### config.mk
export PLATFORM = sky130hd
export DESIGN_NAME = usr_snooze_rx
export DESIGN_NICKNAME = d
export VERILOG_FILES = /design/src/verilog/usr_pkg.sv /design/src/verilog/usr_snooze_rx.sv /design/src/verilog/usr_fifo.sv
export SDC_FILE = /design/constraint.sdc
export NUM_CORES = 1
export LEC_CHECK = 0
export BUFFER_PORTS_ARGS = -buffer_cell sky130_fd_sc_hd__buf_4
export CAP_MARGIN = 20
export CORE_ASPECT_RATIO = 0.7
export CORE_MARGIN = 3
export CORE_UTILIZATION = 35
export CTS_BUF_LIST = sky130_fd_sc_hd__clkbuf_16
export DETAILED_ROUTE_END_ITERATION = 10
export PLACE_DENSITY_LB_ADDON = 0.05
export SYNTH_ARGS = -nofsm -noshare
export SYNTH_HDL_FRONTEND = slang
export SYNTH_SLANG_ARGS = --single-unit
### constraint.sdc
create_clock -name CLOCK -period 3.5 [get_ports CLOCK]
set_input_delay 0.7 -clock CLOCK [delete_from_list [all_inputs] [get_ports CLOCK]]
set_output_delay 0.7 -clock CLOCK [all_outputs]
set_load 0.01 [all_outputs]
### src/verilog/usr_pkg.sv
// Purpose: Shared constants for the snooze-capable serial receiver
// Assumes: 32-bit register port, byte-wide frames, one clock
// Notes:   Offsets are byte addresses on the plain register port
package usr_pkg;
  // ----------------------------------------------------------------
  // Register map
  // ----------------------------------------------------------------
  localparam int ADDR_W = 8;                  // Register address width
  localparam int DATA_W = 32;                 // Register data width
  localparam logic [7:0] OFS_CTRL = 8'h00;    // Control bits
  localparam logic [7:0] OFS_STATUS = 8'h04;  // Status, error flags write-1-to-clear
  localparam logic [7:0] OFS_DATA = 8'h08;    // Received byte, read pops
  localparam logic [7:0] OFS_BAUD = 8'h0C;    // Clocks per bit minus one
  // ----------------------------------------------------------------
  // Control field positions
  // ----------------------------------------------------------------
  localparam int CTL_RX_EN = 0;       // Receiver enable in run state
  localparam int CTL_WAKE = 1;        // snooze_wake_enable
  localparam int CTL_SUPPRESS = 2;    // snooze_error_suppress
  localparam int CTL_ERR_IRQ = 3;     // error_interrupt_mask_ctrl
  localparam int CTL_PARITY = 4;      // Even parity bit expected
  localparam int CTL_W = 5;
  // ----------------------------------------------------------------
  // Status field positions
  // ----------------------------------------------------------------
  localparam int ST_PE = 0;           // parity_error_flag
  localparam int ST_FE = 1;           // framing_error_flag
  localparam int ST_OVR = 2;          // overrun_error_flag
  localparam int ST_ACTIVE = 3;       // transfer_active_flag
  localparam int ST_SNOOZE = 4;       // Snooze state
  localparam int ST_AVAIL = 5;        // Byte waiting
  // ----------------------------------------------------------------
  // Reset values and counts
  // ----------------------------------------------------------------
  localparam logic [CTL_W-1:0] CTRL_RST = 5'h00;
  localparam logic [15:0] BAUD_RST = 16'h00D9;  // Clocks per bit minus one after reset
  localparam int FRAME_BITS = 8;                // Data bits per frame
  localparam int FIFO_DEPTH = 16;               // Receive buffer words
  // ----------------------------------------------------------------
  // States
  // ----------------------------------------------------------------
  typedef enum logic [1:0] {PWR_RUN, PWR_STOP, PWR_SNOOZE} usr_pwr_t;
  typedef enum logic [2:0] {RX_IDLE, RX_START, RX_DATA, RX_PAR, RX_STOPB} usr_rx_t;
endpackage : usr_pkg

### src/verilog/usr_snooze_rx.sv
// Purpose: Serial receiver that can take a frame during snooze
// Assumes: Clock is the fast on-chip oscillator, 250 MHz; STOP_REQ from
//          the power controller on the same clock
// Notes:   8 data bits, optional even parity, one stop bit
//
// The strobed register port and the address map are this design's own decisions.
`timescale 1ns/1ps
`default_nettype none
module usr_snooze_rx #(
  parameter int FIFO_DEPTH = usr_pkg::FIFO_DEPTH
) (
  input wire logic CLOCK,
  input wire logic RST,
  input wire logic [usr_pkg::ADDR_W-1:0] ADDR,
  input wire logic [usr_pkg::DATA_W-1:0] WDATA,
  input wire logic WR,
  input wire logic RD,
  output logic [usr_pkg::DATA_W-1:0] RDATA,
  input wire logic STOP_REQ,
  input wire logic SERIAL_RECEIVE_PIN,
  output logic SNOOZE,
  output logic RECEIVE_COMPLETE_INTERRUPT,
  output logic RECEIVE_ERROR_INTERRUPT
);
  import usr_pkg::*;
  // ----------------------------------------------------------------
  // Declarations
  // ----------------------------------------------------------------
  logic rx_meta_reg;                // First synchroniser stage
  logic rx_sync_reg;                // Second stage, safe to read
  logic rx_prev_reg;                // For edge detection
  logic [CTL_W-1:0] ctrl_reg;       // Software control bits
  logic [15:0] baud_reg;            // Clocks per bit minus one
  logic pe_reg, fe_reg, ovr_reg;    // Sticky error flags
  usr_pwr_t pwr_reg, pwr_next;      // Power view of the channel
  usr_rx_t rx_reg;                  // Frame receiver state
  logic [15:0] cnt_reg;             // Bit timer
  logic [2:0] bit_reg;              // Data bit index
  logic [7:0] shift_reg;            // Incoming byte
  logic par_reg;                    // Running parity
  logic pe_pend_reg;                // Parity fault of this frame
  logic fall;
  logic allowed;
  logic tick;
  logic frame_end;
  logic frame_fe;
  logic frame_err;
  logic quiet;
  logic fifo_in_ready;
  logic fifo_out_valid;
  logic [7:0] fifo_out_data;
  logic pop;
  logic wake;
  logic sup;

  assign wake = ctrl_reg[CTL_WAKE];
  assign sup = ctrl_reg[CTL_SUPPRESS];
  assign fall = rx_prev_reg && !rx_sync_reg;
  // Stop without wake closes the receiver; snooze keeps it running
  assign allowed = (pwr_reg == PWR_RUN) ? ctrl_reg[CTL_RX_EN] : wake;
  assign tick = (cnt_reg == 16'h0000);
  assign frame_end = allowed && (rx_reg == RX_STOPB) && tick;
  assign frame_fe = !rx_sync_reg;
  assign frame_err = frame_end && (frame_fe || pe_pend_reg || !fifo_in_ready);
  assign quiet = sup;
  assign pop = RD && (ADDR == OFS_DATA);

  // ----------------------------------------------------------------
  // Pin synchroniser
  // ----------------------------------------------------------------
  // Line idles high, so reset to the idle level
  always_ff @(posedge CLOCK or posedge RST) begin
    if (RST) begin
      rx_meta_reg <= 1'b1;
      rx_sync_reg <= 1'b1;
      rx_prev_reg <= 1'b1;
    end else begin
      rx_meta_reg <= SERIAL_RECEIVE_PIN;
      rx_sync_reg <= rx_meta_reg;
      rx_prev_reg <= rx_sync_reg;
    end
  end

  // ----------------------------------------------------------------
  // Power state
  // ----------------------------------------------------------------
  // Snooze lasts until the power controller drops STOP_REQ
  always_comb begin
    pwr_next = pwr_reg;
    if (!STOP_REQ) begin
      pwr_next = PWR_RUN;
    end else if (pwr_reg == PWR_RUN) begin
      pwr_next = PWR_STOP;
    end else if (pwr_reg == PWR_STOP && wake && fall) begin
      pwr_next = PWR_SNOOZE;
    end
  end

  always_ff @(posedge CLOCK or posedge RST) begin
    if (RST) begin
      pwr_reg <= PWR_RUN;
      SNOOZE <= 1'b0;
    end else begin
      pwr_reg <= pwr_next;
      SNOOZE <= (pwr_next == PWR_SNOOZE);
    end
  end

  // ----------------------------------------------------------------
  // Frame receiver
  // ----------------------------------------------------------------
  // Start is re-checked at mid bit so glitches do not start a frame
  always_ff @(posedge CLOCK or posedge RST) begin
    if (RST) begin
      rx_reg <= RX_IDLE;
      cnt_reg <= 16'h0000;
      bit_reg <= 3'h0;
      shift_reg <= 8'h00;
      par_reg <= 1'b0;
      pe_pend_reg <= 1'b0;
    end else if (!allowed) begin
      rx_reg <= RX_IDLE;
    end else begin
      cnt_reg <= tick ? 16'h0000 : cnt_reg - 16'h0001;
      case (rx_reg)
        RX_IDLE: begin
          if (fall) begin
            rx_reg <= RX_START;
            cnt_reg <= {1'b0, baud_reg[15:1]};
          end
        end
        RX_START: begin
          if (tick) begin
            if (rx_sync_reg) begin
              rx_reg <= RX_IDLE;
            end else begin
              rx_reg <= RX_DATA;
              cnt_reg <= baud_reg;
              bit_reg <= 3'h0;
              par_reg <= 1'b0;
              pe_pend_reg <= 1'b0;
            end
          end
        end
        RX_DATA: begin
          if (tick) begin
            shift_reg <= {rx_sync_reg, shift_reg[7:1]};
            par_reg <= par_reg ^ rx_sync_reg;
            bit_reg <= bit_reg + 3'h1;
            cnt_reg <= baud_reg;
            if (bit_reg == 3'(FRAME_BITS - 1)) begin
              rx_reg <= ctrl_reg[CTL_PARITY] ? RX_PAR : RX_STOPB;
            end
          end
        end
        RX_PAR: begin
          if (tick) begin
            pe_pend_reg <= par_reg ^ rx_sync_reg;
            cnt_reg <= baud_reg;
            rx_reg <= RX_STOPB;
          end
        end
        RX_STOPB: begin
          if (tick) begin
            rx_reg <= RX_IDLE;
          end
        end
        default: begin
          rx_reg <= RX_IDLE;
        end
      endcase
    end
  end

  // ----------------------------------------------------------------
  // Receive buffer
  // ----------------------------------------------------------------
  // A full buffer refuses the byte, which shows as overrun
  usr_fifo #(
    .WIDTH(8),
    .DEPTH(FIFO_DEPTH)
  ) u_fifo (
    .clk(CLOCK),
    .rst(RST),
    .in_data(shift_reg),
    .in_valid(frame_end),
    .in_ready(fifo_in_ready),
    .out_data(fifo_out_data),
    .out_valid(fifo_out_valid),
    .out_ready(pop)
  );

  // ----------------------------------------------------------------
  // Interrupt pulses
  // ----------------------------------------------------------------
  // Complete fires on every stored byte, which also wakes the core
  always_ff @(posedge CLOCK or posedge RST) begin
    if (RST) begin
      RECEIVE_COMPLETE_INTERRUPT <= 1'b0;
      RECEIVE_ERROR_INTERRUPT <= 1'b0;
    end else begin
      RECEIVE_COMPLETE_INTERRUPT <= frame_end && fifo_in_ready;
      RECEIVE_ERROR_INTERRUPT <= frame_err && !quiet && ctrl_reg[CTL_ERR_IRQ];
    end
  end

  // ----------------------------------------------------------------
  // Error flags
  // ----------------------------------------------------------------
  // A new error in the clearing cycle wins over the clear
  always_ff @(posedge CLOCK or posedge RST) begin
    if (RST) begin
      pe_reg <= 1'b0;
      fe_reg <= 1'b0;
      ovr_reg <= 1'b0;
    end else begin
      pe_reg <= (pe_reg && !(WR && ADDR == OFS_STATUS && WDATA[ST_PE]))
                || (frame_end && pe_pend_reg && !quiet);
      fe_reg <= (fe_reg && !(WR && ADDR == OFS_STATUS && WDATA[ST_FE]))
                || (frame_end && frame_fe && !quiet);
      ovr_reg <= (ovr_reg && !(WR && ADDR == OFS_STATUS && WDATA[ST_OVR]))
                 || (frame_end && !fifo_in_ready && !quiet);
    end
  end

  // ----------------------------------------------------------------
  // Register writes
  // ----------------------------------------------------------------
  always_ff @(posedge CLOCK or posedge RST) begin
    if (RST) begin
      ctrl_reg <= CTRL_RST;
      baud_reg <= BAUD_RST;
    end else if (WR) begin
      if (ADDR == OFS_CTRL) begin
        ctrl_reg <= WDATA[CTL_W-1:0];
      end else if (ADDR == OFS_BAUD) begin
        baud_reg <= WDATA[15:0];
      end
    end
  end

  // ----------------------------------------------------------------
  // Register reads
  // ----------------------------------------------------------------
  // Data stand for one cycle only; unmapped reads give zero
  always_ff @(posedge CLOCK or posedge RST) begin
    if (RST) begin
      RDATA <= '0;
    end else if (!RD) begin
      RDATA <= '0;
    end else if (ADDR == OFS_CTRL) begin
      RDATA <= {27'h0000000, ctrl_reg};
    end else if (ADDR == OFS_STATUS) begin
      RDATA <= {26'h0000000, fifo_out_valid, (pwr_reg == PWR_SNOOZE),
                (rx_reg != RX_IDLE), ovr_reg, fe_reg, pe_reg};
    end else if (ADDR == OFS_DATA) begin
      RDATA <= fifo_out_valid ? {24'h000000, fifo_out_data} : '0;
    end else if (ADDR == OFS_BAUD) begin
      RDATA <= {16'h0000, baud_reg};
    end else begin
      RDATA <= '0;
    end
  end
endmodule : usr_snooze_rx
`default_nettype wire

### src/verilog/usr_fifo.sv
// Purpose: Receive byte buffer with valid/ready on both sides
// Assumes: Single clock, asynchronous active-high reset
// Notes:   Full shows as in_ready low; empty as out_valid low
`timescale 1ns/1ps
`default_nettype none
module usr_fifo #(
  parameter int WIDTH = 8,
  parameter int DEPTH = 16
) (
  input wire logic clk,
  input wire logic rst,
  input wire logic [WIDTH-1:0] in_data,
  input wire logic in_valid,
  output logic in_ready,
  output logic [WIDTH-1:0] out_data,
  output logic out_valid,
  input wire logic out_ready
);
  localparam int AW = $clog2(DEPTH);
  // ----------------------------------------------------------------
  // Storage and pointers
  // ----------------------------------------------------------------
  logic [WIDTH-1:0] mem [DEPTH];   // Byte store
  logic [AW-1:0] wr_ptr_reg;       // Next slot to fill
  logic [AW-1:0] rd_ptr_reg;       // Oldest slot
  logic [AW:0] count_reg;          // Words held
  logic push;
  logic pop;

  assign in_ready = (count_reg != (AW+1)'(DEPTH));
  assign out_valid = (count_reg != '0);
  assign out_data = mem[rd_ptr_reg];
  assign push = in_valid && in_ready;
  assign pop = out_valid && out_ready;

  // Store side, no reset needed for data
  always_ff @(posedge clk) begin
    if (push) begin
      mem[wr_ptr_reg] <= in_data;
    end
  end

  // Pointer and fill count
  always_ff @(posedge clk or posedge rst) begin
    if (rst) begin
      wr_ptr_reg <= '0;
      rd_ptr_reg <= '0;
      count_reg <= '0;
    end else begin
      if (push) begin
        wr_ptr_reg <= (wr_ptr_reg == AW'(DEPTH-1)) ? '0 : wr_ptr_reg + 1'b1;
      end
      if (pop) begin
        rd_ptr_reg <= (rd_ptr_reg == AW'(DEPTH-1)) ? '0 : rd_ptr_reg + 1'b1;
      end
      count_reg <= count_reg + (AW+1)'(push) - (AW+1)'(pop);
    end
  end
endmodule : usr_fifo
`default_nettype wire

## Word-level counts from Yosys, hierarchy flattened

Memories as Yosys holds them, arrays and structs flattened.
Index checks and enable logic that the tools add are counted.

| word-level totals | value |
|---|---|
| memory bits (writable) | 128 |
| input port bits | 46 |
| word-level logic and storage cells | 144 |
| memories | 1 |
| register bits after elaboration | 109 |

Memory list:

| name | words | width | read ports | clocked after memory_dff | write ports | line | source |
|---|---|---|---|---|---|---|---|
| u_fifo.mem | 16 | 8 | 1 | 0 | 1 | usr_fifo.sv:23 | `logic [WIDTH-1:0] mem [DEPTH];` |

| cells by class | value |
|---|---|
| bitwise operators | 2 |
| multiplexer cells | 39 |
| add/subtract/negate cells | 6 |
| reductions and logical operators | 50 |
| equality and inequality tests | 24 |

Operators with widths:

| operator | count |
|---|---|
| 2-to-1 mux 16 bit | 10 |
| one-hot mux 16 bit (3 select lines) | 1 |
| 2-to-1 mux 3 bit | 11 |
| logical AND 1 bit | 24 |
| != test 3 bit (second input constant) | 6 |
| equality test 8 x 4 -> 1 bit (second input constant) | 2 |
| zero test 16 bit | 1 |
| subtractor 16 x 1 -> 16 bit (second input constant) | 1 |
| one-hot mux 3 bit (5 select lines) | 1 |
| AND reduction 5 bit | 2 |
| adder 4 x 1 -> 4 bit (second input constant) | 2 |
| equality test 4 bit (second input constant) | 2 |
| equality test 8 x 3 -> 1 bit (second input constant) | 1 |
| zero test 8 bit | 1 |
| 2-to-1 mux 2 bit | 4 |
| 2-to-1 mux 4 bit | 2 |
| 2-to-1 mux 8 bit | 1 |
| != test 2 bit (second input constant) | 4 |
| equality test 3 x 2 -> 1 bit (second input constant) | 2 |
| equality test 3 bit (second input constant) | 2 |
| zero test 1 bit | 6 |
| 2-to-1 mux 1 bit | 6 |
| one-hot mux 3 bit (2 select lines) | 1 |
| AND reduction 3 bit | 2 |
| 19 further kinds | 26 |

## Longest topological paths before layout

Gate-level depths: netlist of the first run.

| depth | value |
|---|---|
| depth in word-level cells | 7 |
| gate-level depth with buffers | 16 |
| depth with buffers taken out | 15 |

## Cells and area by module

A second synthesis of the first run with hierarchy kept.

| second synthesis, totals | value |
|---|---|
| cells, all modules | 718 |
| area, all modules | 10000.8 um^2 |

Modules (own cells, without submodules):

| module | cells each | area each (um^2) | instances |
|---|---|---|---|
| usr_fifo | 290 | 5696.7 | 1 |
| usr_snooze_rx | 428 | 4304.1 | 1 |

## Worst setup path before layout of the first run

Ideal clock, no wire load.

| timing | value |
|---|---|
| path kind | input to register |
| start | in ADDR[5] (netlist bit) |
| end | reg u_fifo.count_reg[4] |
| arrival | 2828 ps |
| path slack | 547 ps |
| required time | 3375 ps |
| stages | 15 |
| library setup time | 125 ps |
| cells stage by stage | nor2_1 > and4_1 > clkbuf_1 > and2_1 > clkbuf_1 > ha_1 > inv_1 > ha_1 > inv_1 > fa_1 > inv_1 > a21oi_1 > nor2_1 > nor2_1 > xnor2_1 |

| between the ends | value |
|---|---|
| cells in the longest elaborated chain, start to end | 4 |

RTL lines:

| item | line | source |
|---|---|---|
| start, declared | usr_snooze_rx.sv:14 | `input wire logic [usr_pkg::ADDR_W-1:0] ADDR,` |
| equality test 8 x 4 -> 1 bit | usr_snooze_rx.sv:66 | `assign pop = RD && (ADDR == OFS_DATA);` |
| logical AND 1 bit | usr_snooze_rx.sv:66 |  |
| logical AND 1 bit | usr_fifo.sv:34 | `assign pop = out_valid && out_ready;` |
| named net u_fifo.pop | usr_fifo.sv:28 | `logic pop;` |
| subtractor 5 x 1 -> 5 bit | usr_fifo.sv:56 | `count_reg <= count_reg + (AW+1)'(push) - (AW+1)'(pop);` |
| end signal, assigned | usr_fifo.sv:56 |  |
| end, declared | usr_fifo.sv:26 | `logic [AW:0] count_reg;` |

The timed path passes the listed nets, and every way through them passes these cells.
A chain may end at the register's enable or synchronous reset.

## Worst setup path in the final report of the first run

| timing | value |
|---|---|
| start | reg u_fifo.count_reg[2] |
| end | reg u_fifo.count_reg[4] |

| between the ends | value |
|---|---|
| cells in the longest elaborated chain, start to end | 4 |
| elaborated cells between the ends (all ways) | 6 |
| those cells by class | 2 x add/sub; 1 x eq/ne; 3 x reduce/logical |

RTL lines:

| item | line | source |
|---|---|---|
| != test 5 bit | usr_fifo.sv:30 | `assign in_ready = (count_reg != (AW+1)'(DEPTH));` |
| logical AND 1 bit | usr_fifo.sv:33 | `assign push = in_valid && in_ready;` |
| adder 5 x 1 -> 5 bit | usr_fifo.sv:56 |  |
| subtractor 5 x 1 -> 5 bit * | usr_fifo.sv:56 |  |

Every way passes the cells marked *; elsewhere a longest branch is shown, timed or not.

==> results.md, run 1 <==
- Number of synthesized flops with an enable pin: 128
- Uppermost layer routed: met4
- Worst reg2reg path endpoint: u_fifo.count_reg[4]$_DFF_PP0_
- Final std cells w/o fill: 1155
- Initial antenna violation count: 0
- Placed insts: about 1100
- Synth area leaders: edfxtp_1, dfrtp_1, mux4_2
- Final setup vio count: 0
- Total chip power: 6.01 mW
- Detailed placement HPWL: 18100 um
- Vias per inst: 5.35
- Seq/Total Area, Yosys: 62.4%
- CP Data Arrival Time: ~3.5 ns
- Multiplexer area fraction after synthesis: 11.4%
- Met3 Wirelength: 1320 um
- Final Skew: 0.0118 ns
- Share of cells above drive strength 1: 26.8%
- Synth Area in Compound Gates: 9.50%
- Max reg flops: 128
- Grt ovf: 0
- Nets: 837
- Final Hold Violating Endpoints: 0
- Final worst slack: 0.404 ns
- Core ar.: 0.0273 mm2
- Post-synth top flop: edfxtp_1
- Synth Area in Simple Gates: 9.51%
- Total global-route track usage: approximately 17%
- Post-DP Area: 0.0108 mm2
- Clock Pin Slew Worst Setup and Hold Paths: 0.06 ns
- Yosys reg bits: 221
- Antenna viol nets, final: 0
- Critical Path Start Type: flop
- P&R area growth vs syn: 16.2%
- Top-Level Pins: 81
- CTS tree: done
- Crit Path Class: reg2reg
- CP endpoint kind: flop
- Die Y: roughly 150 um
- Post-Synth XOR/XNOR Area: 0.973%
- Crit Path Max Fanout: 4
- Fill cells: around 2500
- ANT cells: 0
- Pin count of the biggest net entering global routing: 39
- Outcome: completed
- FF-to-FF setup slack: between 0.4 and 0.5 ns
- Power Density: 522 mW/mm2
- Post-CTS setup buffer count: 0
- Final Cell Area: 0.0115 mm2
- Commonest non-fill, non-tap cell in the layout: edfxtp_1
- Synth top area share: 38.8%
- Reg-to-reg critical path startpoint: u_fifo.count_reg[2]$_DFF_PP0_
- Die width: 207 um
- Worst-Margin Slew: approximately 0.94 ns
- HP Class: in2async
- Fin. max-slew vios: 0
- Most frequent cells in the layout: edfxtp_1, dfrtp_1, buf_4, nand2_1, nor2_1
- Met1 WL: about 13000 um
- Max IR drop VDD: 0.302 mV
- Setup repair after global routing missed its margin: no
- Routed vias: between 6000 and 7000
- Synthesized area: approximately 0.0099 mm2
- CTS Buf Count: 23
- Vias in the first global route: 6105
- DRT Pass-1 Iters: 5
- Post-synth ARST share: 42.1%
- Final WL: between 20000 and 30000 um
- Max Fclk: 323 MHz
- Syn Area/Cell: approximately 14 um2
- Full die area: between 0.03 and 0.04 mm2
- Met2 WL: between 10000 and 15000 um
- Post-synth top area cell: edfxtp_1
- Pleak: 4.21 nW
- Hold-fix buffer count after cts: 0
- DRC viols: 0
- Clock Sinks: ~220
- Iter 0 DRT Violations: ~560
- Clk Latency, worst-skew pair: about 0.5 ns
- CTS resizes: 0
- H-tree Lvls: 1
- Final min period: 3.10 ns
- Largest family of logic cells by synthesized area: multiplexers
- Longest Clk Path Bufs: 3
- Adder-Cell Fraction of Synth Area: 2.10%
- CTS root buf: clkbuf_16
- PortBufs: 48
- First-pass GRT wire length: a little under 40000 um
- Max transition margin: between 30% and 40%
- Fin Setup TNS: 0 ns
- Synth unique cells: 74
- Most flop-heavy register: u_fifo.mem
- CP required: 3.89 ns
- Starting Density: 36.3%
- Total number of yosys warnings: 0
- Syn Inst Count: 707
- R2r worst-path depth: 16
- Final period util: 88.5%
- Max capacitance violation total: 0
- Routed wire per std cell: 21.9 um
- DP Worst Slack: 0.390 ns
- Row cnt: 50
- Routability cong.: 0.830
## per-stage QoR
stage	utilization, %	hold WS (ns)
after global routing	42.2	0.273
after global placement	39.4	0.348
final	42.2	0.243
after detailed placement	39.4	0.350
after CTS	42.2	0.241
after floorplan	-	0.345
## power breakdown
| part | internal, mW | switching (mW) |
|---|---|---|
| sequential | 2.83 | 0.139 |
| combinational | 0.263 | 0.324 |
| clock | 1.46 | 0.995 |
## synthesized netlist by cell type, types with 7 or more instances
library cell,number
mux4_2,34
buf_2,9
and2_1,11
dfrtp_1,85
a21oi_1,31
clkbuf_1,24
inv_1,26
nand2_1,41
ha_1,15
mux2_2,30
nand3_1,15
nor3_1,10
xnor2_1,10
nand4_1,8
a22oi_1,9
dfstp_2,8
o21ai_0,31
nor2b_1,8
a31oi_1,11
edfxtp_1,128
buf_4,18
nor2_1,38
and3_1,7
## metal layers
layer	GRT usage [%]	vias to the layer above
li1	-	2792
met1	27.4	3153
met5	0	-
met4	3.12	0
met2	22.8	205
met3	2.82	31
## kinds of logic (layout without fill, tap and decap cells)
| group | count (synthesis) | after routing |
|---|---|---|
| AND/OR/NAND/NOR | 171 | 171 |
| AO/OA/AOI/OAI | 139 | 139 |
| adder cells (fa/ha/maj) | 16 | 16 |
| XOR/XNOR | 11 | 11 |
| other | 1 | 16 |
| multiplexers | 67 | 67 |
| buffers and inverters | 81 | 150 |
| flip-flops | 221 | 221 |
## worst max path at each step
stage          cells after the start  slack (ns)                     startpoint                       endpoint
2_1_floorplan                      1        0.39                            RST             RDATA[0]$_DFF_PP0_
3_3_place_gp                      16        0.49  u_fifo.count_reg[3]$_DFF_PP0_  u_fifo.count_reg[4]$_DFF_PP0_
3_5_place_dp                      16        0.39  u_fifo.count_reg[2]$_DFF_PP0_  u_fifo.count_reg[4]$_DFF_PP0_
4_1_cts                           16        0.35  u_fifo.count_reg[2]$_DFF_PP0_  u_fifo.count_reg[4]$_DFF_PP0_
5_1_grt                           16        0.06  u_fifo.count_reg[2]$_DFF_PP0_  u_fifo.count_reg[4]$_DFF_PP0_
6_report                          16        0.40  u_fifo.count_reg[2]$_DFF_PP0_  u_fifo.count_reg[4]$_DFF_PP0_
## final cells by class
cell class                      instances  area (um2)  share of cell area (%)
Clock inverter                         17         153                    1.33
Inverter                               26         100                   0.870
Sequential cell                       221        6180                    53.7
Clock buffer                           24         601                    5.22
Tap cell                              364         455                    3.96
Timing Repair Buffer                   83         636                    5.52
Multi-Input combinational cell        420        3380                    29.4
## worst max-delay path: stages (launching register included)
cell	delay (ns)
dfrtp_1	0.39
inv_1	0.09
ha_1	0.18
nor4b_1	0.50
nor3b_1	0.10
buf_4	0.17
and2_1	0.17
ha_1	0.28
inv_1	0.05
ha_1	0.17
inv_1	0.07
fa_1	0.42
inv_1	0.07
a21oi_1	0.05
nor2_1	0.08
nor2_1	0.05
xnor2_1	0.11
No activity file was read; power rests on OpenSTA's default activity.
==> run 2, diff against run 1 <==
--- a/config.mk
+++ b/config.mk
@@ -7,12 +7,15 @@
 export LEC_CHECK = 0
 export BUFFER_PORTS_ARGS = -buffer_cell sky130_fd_sc_hd__buf_4
 export CAP_MARGIN = 20
+export CELL_PAD_IN_SITES_DETAIL_PLACEMENT = 0
+export CELL_PAD_IN_SITES_GLOBAL_PLACEMENT = 1
 export CORE_ASPECT_RATIO = 0.7
 export CORE_MARGIN = 3
 export CORE_UTILIZATION = 35
 export CTS_BUF_LIST = sky130_fd_sc_hd__clkbuf_16
 export DETAILED_ROUTE_END_ITERATION = 10
 export PLACE_DENSITY_LB_ADDON = 0.05
+export SLEW_MARGIN = 20
 export SYNTH_ARGS = -nofsm -noshare
 export SYNTH_HDL_FRONTEND = slang
 export SYNTH_SLANG_ARGS = --single-unit
==> run 2 against run 1 <==
Compared with the run above:
- sequential cell count is the same
- count of clock-buffer cells in the layout grew 2
- clock skew grew 0.0016 ns
- highest routed layer unchanged
- sequential power is essentially flat
- largest power group unchanged
- register-to-register slack gained 0.07 ns
- die area is the same
- routed wire length grew 2.6%
- hold slack gained 0.036 ns
==> results.md, run 2 (synthesis gave the netlist of run 1 again) <==
- Outcome: completed
- Pin count of the biggest net entering global routing: 52 (+33%)
- Die Y: 147 um (unchanged)
- Sw power: 1.52 mW (+4.3%)
- Internal power: 4.60 mW (+1.0%)
- Slowest CP cell: nor2_1
- Routed vias: 6171 (-0.16%)
- Die width: 207 um (unchanged)
- Slowest stage delay, CP: 0.45 ns (-0.05 ns)
- CTS root buf: clkbuf_16
- Post-CTS setup buffer count: 0 (unchanged)
- Final period util: 86.5% (-2.0 points)
- Seq pwr share: 48.6% (-0.8 points)
- Max capacitance violation total: 0 (unchanged)
- PortBufs: 48 (unchanged)
- Longest Clk Path Bufs: 3 (unchanged)
- Grt ovf: 0 (unchanged)
- CTS tree: done
- Routed wire per std cell: 22.3 um (+1.9%)
- P&R area growth vs syn: 16.9%
- CP endpoint kind: flop
- Fin. max-slew vios: 0 (unchanged)
- CP Data Arrival Time: 3.26 ns (-0.22 ns)
- Fin Setup TNS: 0 ns (unchanged)
- Share of cells above drive strength 1: 27.3% (+0.52 points)
- Vias in the first global route: 6343 (+3.9%)
- Max IR drop VDD: 0.371 mV (+23%)
- Fill cells: 2551 (+0.12%)
- Crit Path Class: reg2reg
- Placed insts: 1116 (+0.18%)
- Crit path max-delay family: simple AND/OR/NAND/NOR gates
- Routability cong.: 0.816 (-1.7%)
- Top-Level Pins: 81 (unchanged)
- Switching part of the total power: 24.8% (+0.59 points)
- Final WL: 25900 um (+2.6%)
- Max Fclk: 330 MHz (+2.3%)
- Vias per inst: 5.31 (-0.76%)
- Row cnt: 50 (unchanged)
- Commonest non-fill, non-tap cell in the layout: edfxtp_1
- CP required: 3.73 ns (-0.16 ns)
- HP Class: in2reg
- Setup repair after global routing missed its margin: no
- Crit Path Max Fanout: 11 (+7)
- Nets: 841 (+0.48%)
- Critical Path Start Type: flop
- Final setup vio count: 0 (unchanged)
- Logic pwr share: 9.9% (about the same)
- H-tree Lvls: 1 (unchanged)
- Detailed placement HPWL: 18300 um (+1.3%)
- Final min period: 3.03 ns (-0.0699 ns)
- Full die area: 0.0304 mm2 (unchanged)
- Worst-Margin Slew: 1.03 ns (+0.0914 ns)
- Iter 0 DRT Violations: 445 (-20%)
- CTS resizes: 0 (unchanged)
- Hold-fix buffer count after cts: 0 (unchanged)
- Total global-route track usage: 17.0% (+0.44 points)
- Most frequent cells in the layout: edfxtp_1, dfrtp_1, buf_4, nand2_1, nor2_1
- Antenna viol nets, final: 0 (unchanged)
- Max reg flops: 128 (unchanged)
- DRT Pass-1 Iters: 5 (unchanged)
- Final Hold Violating Endpoints: 0 (unchanged)
- First-pass GRT wire length: 39900 um (+2.2%)
- Clock power share: 41.5% (+0.7 points)
- Final worst slack: 0.474 ns (+0.0699 ns)
- Starting Density: 36.3% (unchanged)
- Final std cells w/o fill: 1162 (+0.61%)
- Most flop-heavy register: u_fifo.mem
- Worst path cell trace: inv_1 -> ha_1 -> nor3b_2 -> nand3_2 -> nor4b_2 -> buf_4 -> nand2_1 -> nor2_1 -> buf_4
- Core ar.: 0.0273 mm2 (unchanged)
- Pleak: 4.26 nW (+1.1%)
- Max transition margin: 30.3% (-6.8 points)
- DP Worst Slack: 0.213 ns (-0.177 ns)
- Util after Layout: 42.4% (+0.24 points)
- Final Skew: 0.0134 ns (+0.00161 ns)
- Worst path most repeated cell: buf_4
- CTS Buf Count: 25 (+8.7%)
- Clock Sinks: 221 (unchanged)
- Power Density: 529 mW/mm2 (+1.2%)
- Clock Pin Slew Worst Setup and Hold Paths: 0.06 ns (about the same)
- DRC viols: 0 (unchanged)
- Initial antenna violation count: 0 (unchanged)
- CP Buf/Inv Count: 3 (-2)
- ANT cells: 0 (unchanged)
- Clk Latency, worst-skew pair: 0.53 ns (+0.03 ns)
==> run 2: cell types whose count changed in the layout (fill, tap and decap cells not counted), moves of 2 or more <==
cell / change
clkinv_2: +3
buf_4: +2
clkbuf_16: +2
inv_1: +2
inv_2: -2
==> run 2: power by group through the flow <==
stage	logic, mW	registers [mW]	clock network [mW]
after floorplan	0.455	2.98	0
after global placement	0.597	3.01	0
after detailed placement	0.606	3.02	0
after CTS	0.609	2.97	2.62
after global routing	0.683	2.99	2.73
final	0.606	2.97	2.54
==> run 2: metal layers <==
layer	part of all wire (%)	routed length [um]	GRT usage [%]	up-vias
met1	52	13500	27.4	3164
met3	5.1	1320	3.56	33
met4	1.6	407	3.15	0
li1	-	-	-	2813
met2	41	10700	23.8	161
met5	0	0	0	-
==> run 2: path summary, 6_finish.rpt <==
| path | start | endpoint | slack (ns) | cells after the start |
|---|---|---|---|---|
| worst max-delay path | cnt_reg[0]$_DFFE_PP0P_ | u_fifo.mem[14][4]$_DFFE_PP_ | 0.47 | 9 |
| worst min-delay path | SERIAL_RECEIVE_PIN | rx_meta_reg$_DFF_PP1_ | 0.28 | 1 |
| worst max register to register | cnt_reg[0]$_DFFE_PP0P_ | u_fifo.mem[14][4]$_DFFE_PP_ | 0.47 | 9 |
| worst min register to register | rx_meta_reg$_DFF_PP1_ | rx_sync_reg$_DFF_PP1_ | 0.36 | 0 |
| max in group asynchronous | RST | rx_prev_reg$_DFF_PP1_ | 2.44 | 3 |
| min in group asynchronous | RST | RDATA[13]$_DFF_PP0_ | 0.29 | 2 |
==> run 2: final cells by class <==
| cell class | count | area [um2] | area share [%] |
|---|---|---|---|
| clock buffers | 26 | 651 | 5.62 |
| well taps | 364 | 455 | 3.94 |
| repair buffers | 85 | 651 | 5.62 |
| multi-input cells | 420 | 3390 | 29.3 |
| flip-flops and latches | 221 | 6180 | 53.4 |
| clock inverters | 20 | 148 | 1.28 |
| inverters | 26 | 100 | 0.865 |
==> run 2: per-stage QoR <==
| stage | instance area (um2) | power [mW] | hold WS (ns) |
|---|---|---|---|
| finish | 11600 | 6.12 | 0.279 |
| global route | 11600 | 6.40 | 0.246 |
| CTS | 11600 | 6.20 | 0.246 |
| detailed placement | 10800 | 3.62 | 0.353 |
| global placement | 10800 | 3.61 | 0.352 |
| floorplan | 9960 | 3.43 | 0.345 |
